`config.mk`:
```
export PLATFORM = sky130hd
export DESIGN_NAME = ilc_top
export DESIGN_NICKNAME = d
export VERILOG_FILES = /design/src/verilog/ilc_pkg.sv /design/src/verilog/ilc_top.sv /design/src/verilog/ilc_sync.sv /design/src/verilog/ilc_detect.sv
export VERILOG_INCLUDE_DIRS = /design/src /design/src/verilog
export SDC_FILE = /design/constraint.sdc
export NUM_CORES = 1
export LEC_CHECK = 0
export BUFFER_PORTS_ARGS = -buffer_cell sky130_fd_sc_hd__buf_4
export CORE_ASPECT_RATIO = 1.75
export CORE_MARGIN = 4
export CORE_UTILIZATION = 50
export CTS_BUF_LIST = sky130_fd_sc_hd__clkbuf_2
export CTS_CLUSTER_DIAMETER = 150
export CTS_CLUSTER_SIZE = 20
export DETAILED_ROUTE_END_ITERATION = 7
export PLACE_DENSITY = 0.78
export SETUP_SLACK_MARGIN = 0.15
export SLEW_MARGIN = 20
export SYNTH_ARGS = -nofsm -noshare
export SYNTH_HDL_FRONTEND = slang
export SYNTH_SLANG_ARGS = --single-unit
export TNS_END_PERCENT = 1
```
`constraint.sdc`:
```
create_clock -name CLK_SYS -period 6.1 [get_ports CLK_SYS]
set_input_delay 1.83 -clock CLK_SYS [delete_from_list [all_inputs] [get_ports CLK_SYS]]
set_output_delay 1.83 -clock CLK_SYS [all_outputs]
set_load 0.01 [all_outputs]
```
`src/verilog/ilc_regs.svh`:
```
// register offsets, field positions, reset values and timing counts
// Functional notes
// [RULE1] loop code function works in T1 mode only
// [RULE2] code lengths one to eight or sixteen
// [RULE3] transmit length field bits 7:6 picks length
// [RULE4] host fills code registers per length
// [RULE5] code sent while transmit enable stays set
// [RULE6] framing bit overwrites code every 193 bits
// [RULE7] transmit code starts at bit 7, high register
// [RULE8] three detectors: up, down and spare
// [RULE9] up length field bits 5:3 picks length
// [RULE10] down length field bits 2:0 picks length
// [RULE11] sixteen-bit codes use both code registers
// [RULE12] host loads same byte twice for eight bits
// [RULE13] receive code starts at bit 7, high register
// [RULE14] detect framed or unframed, tolerate errors
// [RULE15] code register write restarts integration
// [RULE16] status set after 36ms valid code
// [RULE17] host polls status while code persists
// [RULE18] spare length field bits 2:0, rest zero
`ifndef ILC_REGS_SVH
`define ILC_REGS_SVH

// ****************************************************
// register offsets
// ****************************************************
`define ILC_OFS_CTRL 8'hB6
`define ILC_OFS_TX_HI 8'hB7
`define ILC_OFS_TX_LO 8'hB8
`define ILC_OFS_UP_HI 8'hB9
`define ILC_OFS_UP_LO 8'hBA
`define ILC_OFS_DN_HI 8'hBB
`define ILC_OFS_DN_LO 8'hBC
`define ILC_OFS_SP_CTRL 8'hBD
`define ILC_OFS_SP_HI 8'hBE
`define ILC_OFS_SP_LO 8'hBF
`define ILC_OFS_STATUS 8'hC0

// ****************************************************
// fields and reset values
// ****************************************************
`define ILC_TXLEN_MSB 7
`define ILC_TXLEN_LSB 6
`define ILC_UPLEN_MSB 5
`define ILC_UPLEN_LSB 3
`define ILC_DNLEN_MSB 2
`define ILC_DNLEN_LSB 0
`define ILC_SPLEN_MSB 2
`define ILC_ST_UP_BIT 5
`define ILC_ST_DN_BIT 6
`define ILC_ST_SP_BIT 7
`define ILC_RST_VAL 8'h00

// ****************************************************
// timing
// ****************************************************
`define ILC_INTEG_MS 36
`define ILC_CLK_KHZ 200000
`define ILC_ERR_SHIFT 4
`define ILC_SLIP_LIMIT 4'h4

`endif

```
`src/verilog/ilc_pkg.sv`:
```
// types and helper functions of the in-band loop code block
package ilc_pkg;

  // ****************************************************
  // state records
  // ****************************************************
  typedef struct packed {
    logic [1:0] s1;
    logic [1:0] s2;
  } ilc_sync_t;

  typedef struct packed {
    logic [4:0] phase;
    logic [7:0] hist;
    logic [23:0] win;
    logic [16:0] nbits;
    logic [16:0] nerrs;
    logic det;
  } ilc_det_t;

  typedef struct packed {
    logic [7:0] ctrl;
    logic [7:0] tx_hi;
    logic [7:0] tx_lo;
    logic [7:0] up_hi;
    logic [7:0] up_lo;
    logic [7:0] dn_hi;
    logic [7:0] dn_lo;
    logic [2:0] sp_ctrl;
    logic [7:0] sp_hi;
    logic [7:0] sp_lo;
    logic [7:0] rdata;
    logic [4:0] tx_phase;
    logic tx_out;
    logic rx_clk_prev;
    logic rx_bit;
    logic rx_bit_en;
  } ilc_top_t;

  // ****************************************************
  // functions
  // ****************************************************
  // receive length: 1..7, and 16 for the 8/16 code
  function automatic logic [4:0] ilc_rx_len(input logic [2:0] c);
    ilc_rx_len = (c == 3'h7) ? 5'h10 : {2'h0, c} + 5'h01;
  endfunction

  // transmit length: 5, 6 (or 3), 7, 16 (or 8/4/2/1)
  function automatic logic [4:0] ilc_tx_len(input logic [1:0] c);
    case (c)
      2'h0: ilc_tx_len = 5'h05;
      2'h1: ilc_tx_len = 5'h06;
      2'h2: ilc_tx_len = 5'h07;
      default: ilc_tx_len = 5'h10;
    endcase
  endfunction

  // phase 0 is bit 7 of the high byte, phase 8 bit 7 of the low
  function automatic logic ilc_code_bit(input logic [7:0] hi,
                                        input logic [7:0] lo,
                                        input logic [4:0] p);
    ilc_code_bit = p[3] ? lo[~p[2:0]] : hi[~p[2:0]];
  endfunction

  // advance a pattern phase by step, wrapping at len
  function automatic logic [4:0] ilc_next(input logic [4:0] p,
                                          input logic [4:0] len,
                                          input logic [4:0] step);
    logic [4:0] s;
    s = p + step;
    if (s >= len) s = s - len;
    if (s >= len) s = s - len;
    ilc_next = s;
  endfunction

  function automatic logic [3:0] ilc_ones(input logic [7:0] v);
    logic [3:0] n;
    n = 4'h0;
    for (int i = 0; i < 8; i++) n = n + {3'h0, v[i]};
    ilc_ones = n;
  endfunction

endpackage

```
`src/verilog/ilc_top.sv`:
```
// in-band loop code generator, three detectors and register port
`timescale 1ns/1ps
`include "ilc_regs.svh"
module ilc_top #(
  parameter int unsigned INTEG_CYCLES = `ILC_INTEG_MS * `ILC_CLK_KHZ
) (
  input wire logic CLK_SYS,
  input wire logic RSTN,
  input wire logic [7:0] REG_ADDR,
  input wire logic [7:0] REG_WDATA,
  input wire logic REG_WR,
  input wire logic REG_RD,
  output logic [7:0] REG_RDATA,
  input wire logic T1_MODE,
  input wire logic TX_LOOP_EN,
  input wire logic TX_FBIT_INS_DIS,
  input wire logic TX_BIT_EN,
  input wire logic TX_FBIT_POS,
  input wire logic TX_DATA_IN,
  output logic TX_DATA_OUT,
  input wire logic RX_LINE_CLK,
  input wire logic RX_LINE_DATA,
  output logic LOOP_UP_DET,
  output logic LOOP_DOWN_DET,
  output logic SPARE_DET
);

  // ****************************************************
  // declarations
  // ****************************************************
  ilc_pkg::ilc_top_t s_q;
  ilc_pkg::ilc_top_t s_d;
  logic [1:0] rx_sync;
  logic up_det;
  logic dn_det;
  logic sp_det;
  logic up_restart;
  logic dn_restart;
  logic sp_restart;
  logic tx_active;
  logic tx_fbit;
  logic [4:0] tx_len;
  logic [7:0] status;

  // ****************************************************
  // receive line synchroniser
  // ****************************************************
  // the line clock and data come from another domain
  ilc_sync u_sync (
    .clk(CLK_SYS),
    .rstn(RSTN),
    .d({RX_LINE_DATA, RX_LINE_CLK}),
    .q(rx_sync)
  );

  // ****************************************************
  // restart strobes
  // ****************************************************
  // either byte of a detector's code restarts its window
  assign up_restart = REG_WR && (REG_ADDR == `ILC_OFS_UP_HI ||
                      REG_ADDR == `ILC_OFS_UP_LO); // [RULE15]
  assign dn_restart = REG_WR && (REG_ADDR == `ILC_OFS_DN_HI ||
                      REG_ADDR == `ILC_OFS_DN_LO); // [RULE15]
  assign sp_restart = REG_WR && (REG_ADDR == `ILC_OFS_SP_HI ||
                      REG_ADDR == `ILC_OFS_SP_LO); // [RULE15]

  // ****************************************************
  // transmit decode
  // ****************************************************
  assign tx_active = T1_MODE && TX_LOOP_EN; // [RULE1] [RULE5]
  assign tx_fbit = TX_FBIT_POS && !TX_FBIT_INS_DIS; // [RULE6]
  assign tx_len = ilc_pkg::ilc_tx_len(
    s_q.ctrl[`ILC_TXLEN_MSB:`ILC_TXLEN_LSB]); // [RULE3]

  // status bits sit where the framer keeps them
  always_comb begin
    status = 8'h00;
    status[`ILC_ST_UP_BIT] = up_det;
    status[`ILC_ST_DN_BIT] = dn_det;
    status[`ILC_ST_SP_BIT] = sp_det;
  end

  // ****************************************************
  // next-state logic
  // ****************************************************
  always_comb begin
    s_d = s_q;
    // register writes; spare control bits 7:3 are dropped, not stored
    if (REG_WR) begin
      case (REG_ADDR)
        `ILC_OFS_CTRL: s_d.ctrl = REG_WDATA;
        `ILC_OFS_TX_HI: s_d.tx_hi = REG_WDATA;
        `ILC_OFS_TX_LO: s_d.tx_lo = REG_WDATA;
        `ILC_OFS_UP_HI: s_d.up_hi = REG_WDATA;
        `ILC_OFS_UP_LO: s_d.up_lo = REG_WDATA;
        `ILC_OFS_DN_HI: s_d.dn_hi = REG_WDATA;
        `ILC_OFS_DN_LO: s_d.dn_lo = REG_WDATA;
        `ILC_OFS_SP_CTRL: begin
          s_d.sp_ctrl = REG_WDATA[`ILC_SPLEN_MSB:0]; // [RULE18]
        end
        `ILC_OFS_SP_HI: s_d.sp_hi = REG_WDATA;
        `ILC_OFS_SP_LO: s_d.sp_lo = REG_WDATA;
        default: s_d.ctrl = s_q.ctrl;
      endcase
    end
    // read data is captured so it holds until the next read
    if (REG_RD) begin
      case (REG_ADDR)
        `ILC_OFS_CTRL: s_d.rdata = s_q.ctrl;
        `ILC_OFS_TX_HI: s_d.rdata = s_q.tx_hi;
        `ILC_OFS_TX_LO: s_d.rdata = s_q.tx_lo;
        `ILC_OFS_UP_HI: s_d.rdata = s_q.up_hi;
        `ILC_OFS_UP_LO: s_d.rdata = s_q.up_lo;
        `ILC_OFS_DN_HI: s_d.rdata = s_q.dn_hi;
        `ILC_OFS_DN_LO: s_d.rdata = s_q.dn_lo;
        `ILC_OFS_SP_CTRL: s_d.rdata = {5'h00, s_q.sp_ctrl};
        `ILC_OFS_SP_HI: s_d.rdata = s_q.sp_hi;
        `ILC_OFS_SP_LO: s_d.rdata = s_q.sp_lo;
        `ILC_OFS_STATUS: s_d.rdata = status;
        default: s_d.rdata = 8'h00;
      endcase
    end
    // transmit: pattern bit per line bit, framing slot overwritten
    if (!tx_active) begin
      s_d.tx_phase = 5'h00;
      if (TX_BIT_EN) s_d.tx_out = TX_DATA_IN;
    end else if (TX_BIT_EN) begin
      s_d.tx_out = tx_fbit ? TX_DATA_IN : // [RULE6]
        ilc_pkg::ilc_code_bit(s_q.tx_hi, s_q.tx_lo,
                              s_q.tx_phase); // [RULE7] [RULE5]
      // overwrite keeps the phase running through the framing slot
      s_d.tx_phase = ilc_pkg::ilc_next(s_q.tx_phase, tx_len,
                                       5'h01); // [RULE2] [RULE3]
    end
    // receive: a rising line clock takes one bit
    s_d.rx_clk_prev = rx_sync[0];
    s_d.rx_bit_en = rx_sync[0] && !s_q.rx_clk_prev;
    s_d.rx_bit = rx_sync[1];
  end

  always_ff @(posedge CLK_SYS or negedge RSTN) begin
    if (!RSTN) begin
      s_q <= '0;
    end else begin
      s_q <= s_d;
    end
  end

  // ****************************************************
  // detectors
  // ****************************************************
  // three independent detectors share one design
  ilc_detect #(.WIN_CYCLES(INTEG_CYCLES)) u_up ( // [RULE8]
    .clk(CLK_SYS),
    .rstn(RSTN),
    .en(T1_MODE),
    .restart(up_restart),
    .len_code(s_q.ctrl[`ILC_UPLEN_MSB:`ILC_UPLEN_LSB]), // [RULE9]
    .code_hi(s_q.up_hi),
    .code_lo(s_q.up_lo),
    .bit_en(s_q.rx_bit_en),
    .bit_in(s_q.rx_bit),
    .detected(up_det)
  );

  ilc_detect #(.WIN_CYCLES(INTEG_CYCLES)) u_dn ( // [RULE8]
    .clk(CLK_SYS),
    .rstn(RSTN),
    .en(T1_MODE),
    .restart(dn_restart),
    .len_code(s_q.ctrl[`ILC_DNLEN_MSB:`ILC_DNLEN_LSB]), // [RULE10]
    .code_hi(s_q.dn_hi),
    .code_lo(s_q.dn_lo),
    .bit_en(s_q.rx_bit_en),
    .bit_in(s_q.rx_bit),
    .detected(dn_det)
  );

  ilc_detect #(.WIN_CYCLES(INTEG_CYCLES)) u_sp ( // [RULE8]
    .clk(CLK_SYS),
    .rstn(RSTN),
    .en(T1_MODE),
    .restart(sp_restart),
    .len_code(s_q.sp_ctrl), // [RULE18]
    .code_hi(s_q.sp_hi),
    .code_lo(s_q.sp_lo),
    .bit_en(s_q.rx_bit_en),
    .bit_in(s_q.rx_bit),
    .detected(sp_det)
  );

  // ****************************************************
  // outputs
  // ****************************************************
  assign REG_RDATA = s_q.rdata;
  assign TX_DATA_OUT = s_q.tx_out;
  assign LOOP_UP_DET = up_det;
  assign LOOP_DOWN_DET = dn_det;
  assign SPARE_DET = sp_det;

endmodule // ilc_top

```
`src/verilog/ilc_sync.sv`:
```
// two-stage synchroniser for the receive line clock and data
`timescale 1ns/1ps
module ilc_sync (
  input wire logic clk,
  input wire logic rstn,
  input wire logic [1:0] d,
  output logic [1:0] q
);
  ilc_pkg::ilc_sync_t s_q;
  ilc_pkg::ilc_sync_t s_d;

  // first stage feeds only the second stage
  always_comb begin
    s_d = s_q;
    s_d.s1 = d;
    s_d.s2 = s_q.s1;
  end

  always_ff @(posedge clk or negedge rstn) begin
    if (!rstn) begin
      s_q <= '0;
    end else begin
      s_q <= s_d;
    end
  end

  assign q = s_q.s2;
endmodule // ilc_sync

```
`src/verilog/ilc_detect.sv`:
```
// one repeating-code detector with phase search and integration
`timescale 1ns/1ps
`include "ilc_regs.svh"
module ilc_detect #(
  parameter int unsigned WIN_CYCLES = 7200000
) (
  input wire logic clk,
  input wire logic rstn,
  input wire logic en,
  input wire logic restart,
  input wire logic [2:0] len_code,
  input wire logic [7:0] code_hi,
  input wire logic [7:0] code_lo,
  input wire logic bit_en,
  input wire logic bit_in,
  output logic detected
);
  ilc_pkg::ilc_det_t s_q;
  ilc_pkg::ilc_det_t s_d;
  logic [4:0] len;
  logic miss;
  logic slip;

  // compare each line bit to the code at the running phase; a burst
  // of misses slips the phase one bit, which re-aligns after an
  // inserted framing bit, while an overwritten one is a lone miss
  always_comb begin
    s_d = s_q;
    len = ilc_pkg::ilc_rx_len(len_code); // [RULE2] [RULE11]
    miss = bit_in ^ ilc_pkg::ilc_code_bit(code_hi, code_lo,
                                          s_q.phase); // [RULE13]
    slip = 1'b0;
    if (!en || restart) begin
      s_d = '0; // [RULE1] [RULE15]
    end else begin
      if (bit_en) begin
        s_d.hist = {s_q.hist[6:0], miss};
        slip = ilc_pkg::ilc_ones(s_d.hist) >= `ILC_SLIP_LIMIT;
        if (slip) begin
          s_d.phase = ilc_pkg::ilc_next(s_q.phase, len, 5'h02);
          s_d.hist = 8'h00; // [RULE14]
        end else begin
          s_d.phase = ilc_pkg::ilc_next(s_q.phase, len, 5'h01);
        end
        if (s_q.nbits != 17'h1FFFF) s_d.nbits = s_q.nbits + 17'h1;
        if (miss && s_q.nerrs != 17'h1FFFF) begin
          s_d.nerrs = s_q.nerrs + 17'h1;
        end
      end
      // at the end of each window the error share decides the status
      if (s_q.win == 24'(WIN_CYCLES - 1)) begin
        s_d.det = (s_d.nbits != 17'h0) &&
                  ((21'(s_d.nerrs) << `ILC_ERR_SHIFT) <=
                   21'(s_d.nbits)); // [RULE16] [RULE14]
        s_d.win = 24'h0;
        s_d.nbits = 17'h0;
        s_d.nerrs = 17'h0;
      end else begin
        s_d.win = s_q.win + 24'h1;
      end
    end
  end

  always_ff @(posedge clk or negedge rstn) begin
    if (!rstn) begin
      s_q <= '0;
    end else begin
      s_q <= s_d;
    end
  end

  assign detected = s_q.det;
endmodule // ilc_detect

```
==> results.rst <==
.. list-table::
   :header-rows: 1

   * - Metric
     - Value
   * - Number of antenna violations at the first check in global routing
     - 1
   * - DP Worst Slack
     - 1.01 ns
   * - Post-layout minimum cycle time
     - 5.23 ns
   * - Slack of the critical path
     - 0.867 ns
   * - Path type of the worst min-delay path
     - reg2reg
   * - Count of filler cells inserted in the layout
     - 3,721
   * - Hold Path Origin
     - u_sync.s_d[0]
   * - Total Negative Setup Slacks
     - 0 ns
   * - Crit Path Category
     - reg2reg
   * - R2r startpoint
     - s_q[33]
   * - Placer congestion estimate
     - 0.947
   * - Core area
     - 0.0410 mm^2
   * - Worst clock skew on the final layout
     - 0.152 ns
   * - Fraction of layout instances using a drive strength above 1
     - 0.114
   * - Number of rows created at floorplan
     - 98
   * - Boundary Pins
     - 40
   * - Sequential Area
     - roughly 0.0077 mm^2
   * - Drt initial violations
     - 844
   * - Number of levels the H-tree was split into
     - 1
   * - Vias in the first global route
     - 17.0k
   * - Worst rel slew slack
     - 0.370
   * - Maximum number of pins on one net before global-route repair
     - 125
   * - DR pass1 iterations
     - 7
   * - Wirelength, routed
     - 48.1 mm
   * - Max Root-Sink Buffers
     - 3
   * - Final Net Count
     - 2,352
   * - Post-Syn Area per Cell
     - 9.59 um^2
   * - Global-route wire length before repair
     - 81.3 mm
   * - Synthesized Nets
     - 2,352
   * - Per-cell routed wire length
     - 17.8 um
   * - Setup repair after global routing missed its margin
     - false
   * - Insertion delay of the later-clocked pin in the worst-skew pair
     - a little under 1 ns
   * - Share of async-settable or async-resettable flops after synthesis
     - 1.00
   * - Slew of the pin with the lowest slew margin
     - 0.937 ns
   * - Worst Hold Depth
     - 0
   * - Worst Path Required
     - 6.91 ns
   * - Highest achievable clock rate
     - 0.191 GHz
   * - Final hold vios
     - 0
   * - Total GRT Usage
     - 0.215
   * - Final Power
     - 8.68 mW
   * - Slowest cell on crit path
     - a211oi_1
   * - Starting density of the core
     - 0.506
   * - Via count normalized by instance count
     - between 5 and 6
   * - Overall die width
     - 162 um
   * - Number of cells on the worst reg-to-reg path
     - 19
   * - Die footprint
     - 0.0449 mm^2
   * - Critical-path cell list
     - ha_1 -> ha_1 -> inv_1 -> nand4_1 -> ha_1 -> or2_2 -> a21oi_1 -> a31oi_1 -> nor2_1 -> a21oi_1 -> ha_1 -> nor2b_1 -> o21ai_0 -> a31oi_1 -> a211oi_1 -> o21ai_0 -> a21oi_1 -> nor3_1 -> a31o_2
   * - Signed area change from the synthesized netlist to the final layout
     - 4.31%
   * - Type of element capturing the critical path
     - register
   * - Combined area of the multi-input logic cells
     - 0.0121 mm^2
   * - Slack of the worst reg-to-reg path
     - around 0.87 ns
   * - Number of buffer cells added on primary ports
     - 39
   * - Count of hold-fix buffers inserted at cts
     - 0
   * - Number of failing setup endpoints in the final timing report
     - 0
   * - RR Endpoint
     - u_sp.s_q[68]
   * - Number of pins with negative max-slew slack in the final report
     - 0
   * - Via count of the routed design
     - 16.1k
   * - Cell occurring most often along the worst timing path
     - ha_1
   * - Number of buffers inserted by post-CTS setup repair
     - 0
   * - Slowest stage delay, CP
     - ~0.73 ns
   * - Root buffer cell
     - clkbuf_2
   * - Register bit total from synthesis
     - about 310
   * - Crit Path Max Fanout
     - 9
   * - Worst Hold Endpoint
     - u_sync.q[0]
   * - Remaining number of nets flagged by the antenna check after routing
     - 0
   * - Resized Gates After CTS
     - 0
   * - Register clock-pin slew on the reported worst setup and hold paths
     - 0.33 ns
   * - Max-Cap Viols
     - 0
   * - Number of buffers added by the clock tree synthesis step
     - 19
   * - Distinct cell type count of the synthesized netlist
     - 86
   * - Fraction of the yosys area taken by sequential cells
     - 0.373
   * - Post-synthesis instance area
     - between 0.02 and 0.025 mm^2
   * - Highest ir drop seen on vdd
     - 0.000338 V
   * - Setup crit start
     - s_q[33]
   * - Cell Pwr Density
     - between 400 and 500 mW/mm^2
   * - Total DRC errors in the routed layout
     - 0
   * - Vertical die dimension
     - 277 um
   * - Yosys synthesis warning count
     - 0
   * - CTS sink cnt
     - between 300 and 400
   * - HPWL after detailed placement
     - about 37 mm
   * - Nature of the critical path startpoint
     - register
   * - Sum of overflow across all layers after global routing
     - 0
   * - Post-synth top flop
     - dfrtp_1
   * - Number of enable flip-flop cells after synthesis
     - 0
   * - Cell count after synthesis
     - 2,160
   * - TritonCTS clock tree
     - yes
   * - Outcome
     - completed
   * - Leakage power total
     - 9.90 nW
   * - CP Data Arrival Time
     - a little over 6 ns
   * - Final clock period utilization by the worst path
     - 0.858
## synth_stat cells (5+ instances only)
cell,n,area (um^2)
nand3_1,112,561
a22o_1,5,43.8
a221oi_1,8,70.1
nor2_1,237,890
a311oi_1,6,52.6
a21oi_1,95,475
and2_1,15,93.8
or2_2,6,37.5
dfrtp_1,309,7730
a31oi_1,16,100
xor2_1,117,1020
a31o_2,7,61.3
inv_1,119,447
buf_1,14,52.6
nor3_1,37,185
a22oi_1,7,52.6
and4_1,16,140
buf_2,9,45.0
ha_1,141,1760
clkbuf_1,46,173
and3_1,36,225
nand2_1,164,616
or3_1,9,56.3
nand4_1,48,300
mux2i_1,38,380
mux4_2,19,428
a21o_1,17,128
fa_1,23,460
nor4_2,8,100
o22ai_1,18,113
nor2b_1,56,350
nor4_1,14,87.6
nand2b_1,7,43.8
a211o_1,5,43.8
a211oi_1,21,158
xnor2_1,89,780
buf_4,9,67.6
mux2_2,104,1170
o21ai_0,68,340
## where the power goes
part | leakage (nW) | switching (mW) | internal (mW)
registers | 4.27 | 0.160 | 2.14
logic | 5.54 | 3.12 | 2.56
clock network | 0.0942 | 0.621 | 0.0915
## through the flow
step / std cells / hold slack, ns / instance area, um^2 / util
finish: 2712 / 0.397 / 21600 / 0.527
global placement: 2689 / 0.337 / 21500 / 0.524
detailed placement: 2689 / 0.343 / 21500 / 0.524
floorplan: 2160 / 0.331 / 20700 / -
CTS: 2711 / 0.403 / 21600 / 0.527
global route: 2712 / 0.412 / 21600 / 0.527
## how the worst max path moves through the flow
stage | end | slack [ns]
final | u_sp.s_q[68] | 0.87
after global routing | u_sp.s_q[68] | 0.42
after global placement | u_sp.s_q[69] | 1.13
after detailed placement | u_sp.s_q[69] | 1.01
after floorplan | u_sp.s_q[70] | 1.45
after CTS | u_sp.s_q[68] | 0.98
## state kept, by name, indices dropped and copies added (netlist names)
register and flops:
s_q 83, u_dn.s_q 70, u_sp.s_q 70, u_up.s_q 70, REG_RDATA 8, u_sync.q 2
u_sync.s_d 2, TX_DATA_OUT 1, u_dn.detected 1, u_sp.detected 1, u_up.detected 1
## layout make-up
class,instances,area share
Antenna cell,1,0.000116
Clock buffer,20,0.00463
Clock inverter,2,0.000927
Inverter,120,0.0209
Multi-Input combinational cell,1646,0.560
Sequential cell,309,0.358
Tap cell,550,0.0319
Timing Repair Buffer,64,0.0232
## cells by family after synthesis
logic type | synth area share
buffers and inverters | 0.0425
and+or+nand+nor | 0.191
AOI/OAI and AO/OA | 0.0961
muxes | 0.101
xor gates and xnor gates | 0.0887
adders and majority gates | 0.107
DFF | 0.373
## placed cells by master (no fill, tap or decap), types with 62 or more instances in the layout
cell type and n:
xor2_1 117, dfrtp_1 308, nand3_1 112, o21ai_0 67, ha_1 141, a21oi_1 95, nor2_1 237, buf_4 62
nand2_1 164, xnor2_1 89, inv_1 119, mux2_2 104
## routing by layer
metal	GRT usage	vias to the layer above	routed length (um)	part of all wire
met5	0	-	0	0
met4	0.110	0	2770	0.057
met3	0.0200	172	1450	0.030
met2	0.410	370	25800	0.54
met1	0.232	7952	18100	0.38
li1	-	7606	-	-
## critical path: cells and delay by family, from the launching register on
family	cells	cell delay, ns
AO/OA/AOI/OAI	9	2.52
adder cells (fa/ha/maj)	4	1.20
buffers and inverters	1	0.20
flip-flops	1	0.49
AND/OR/NAND/NOR	5	0.78
Power figures use the tool's default switching activity.
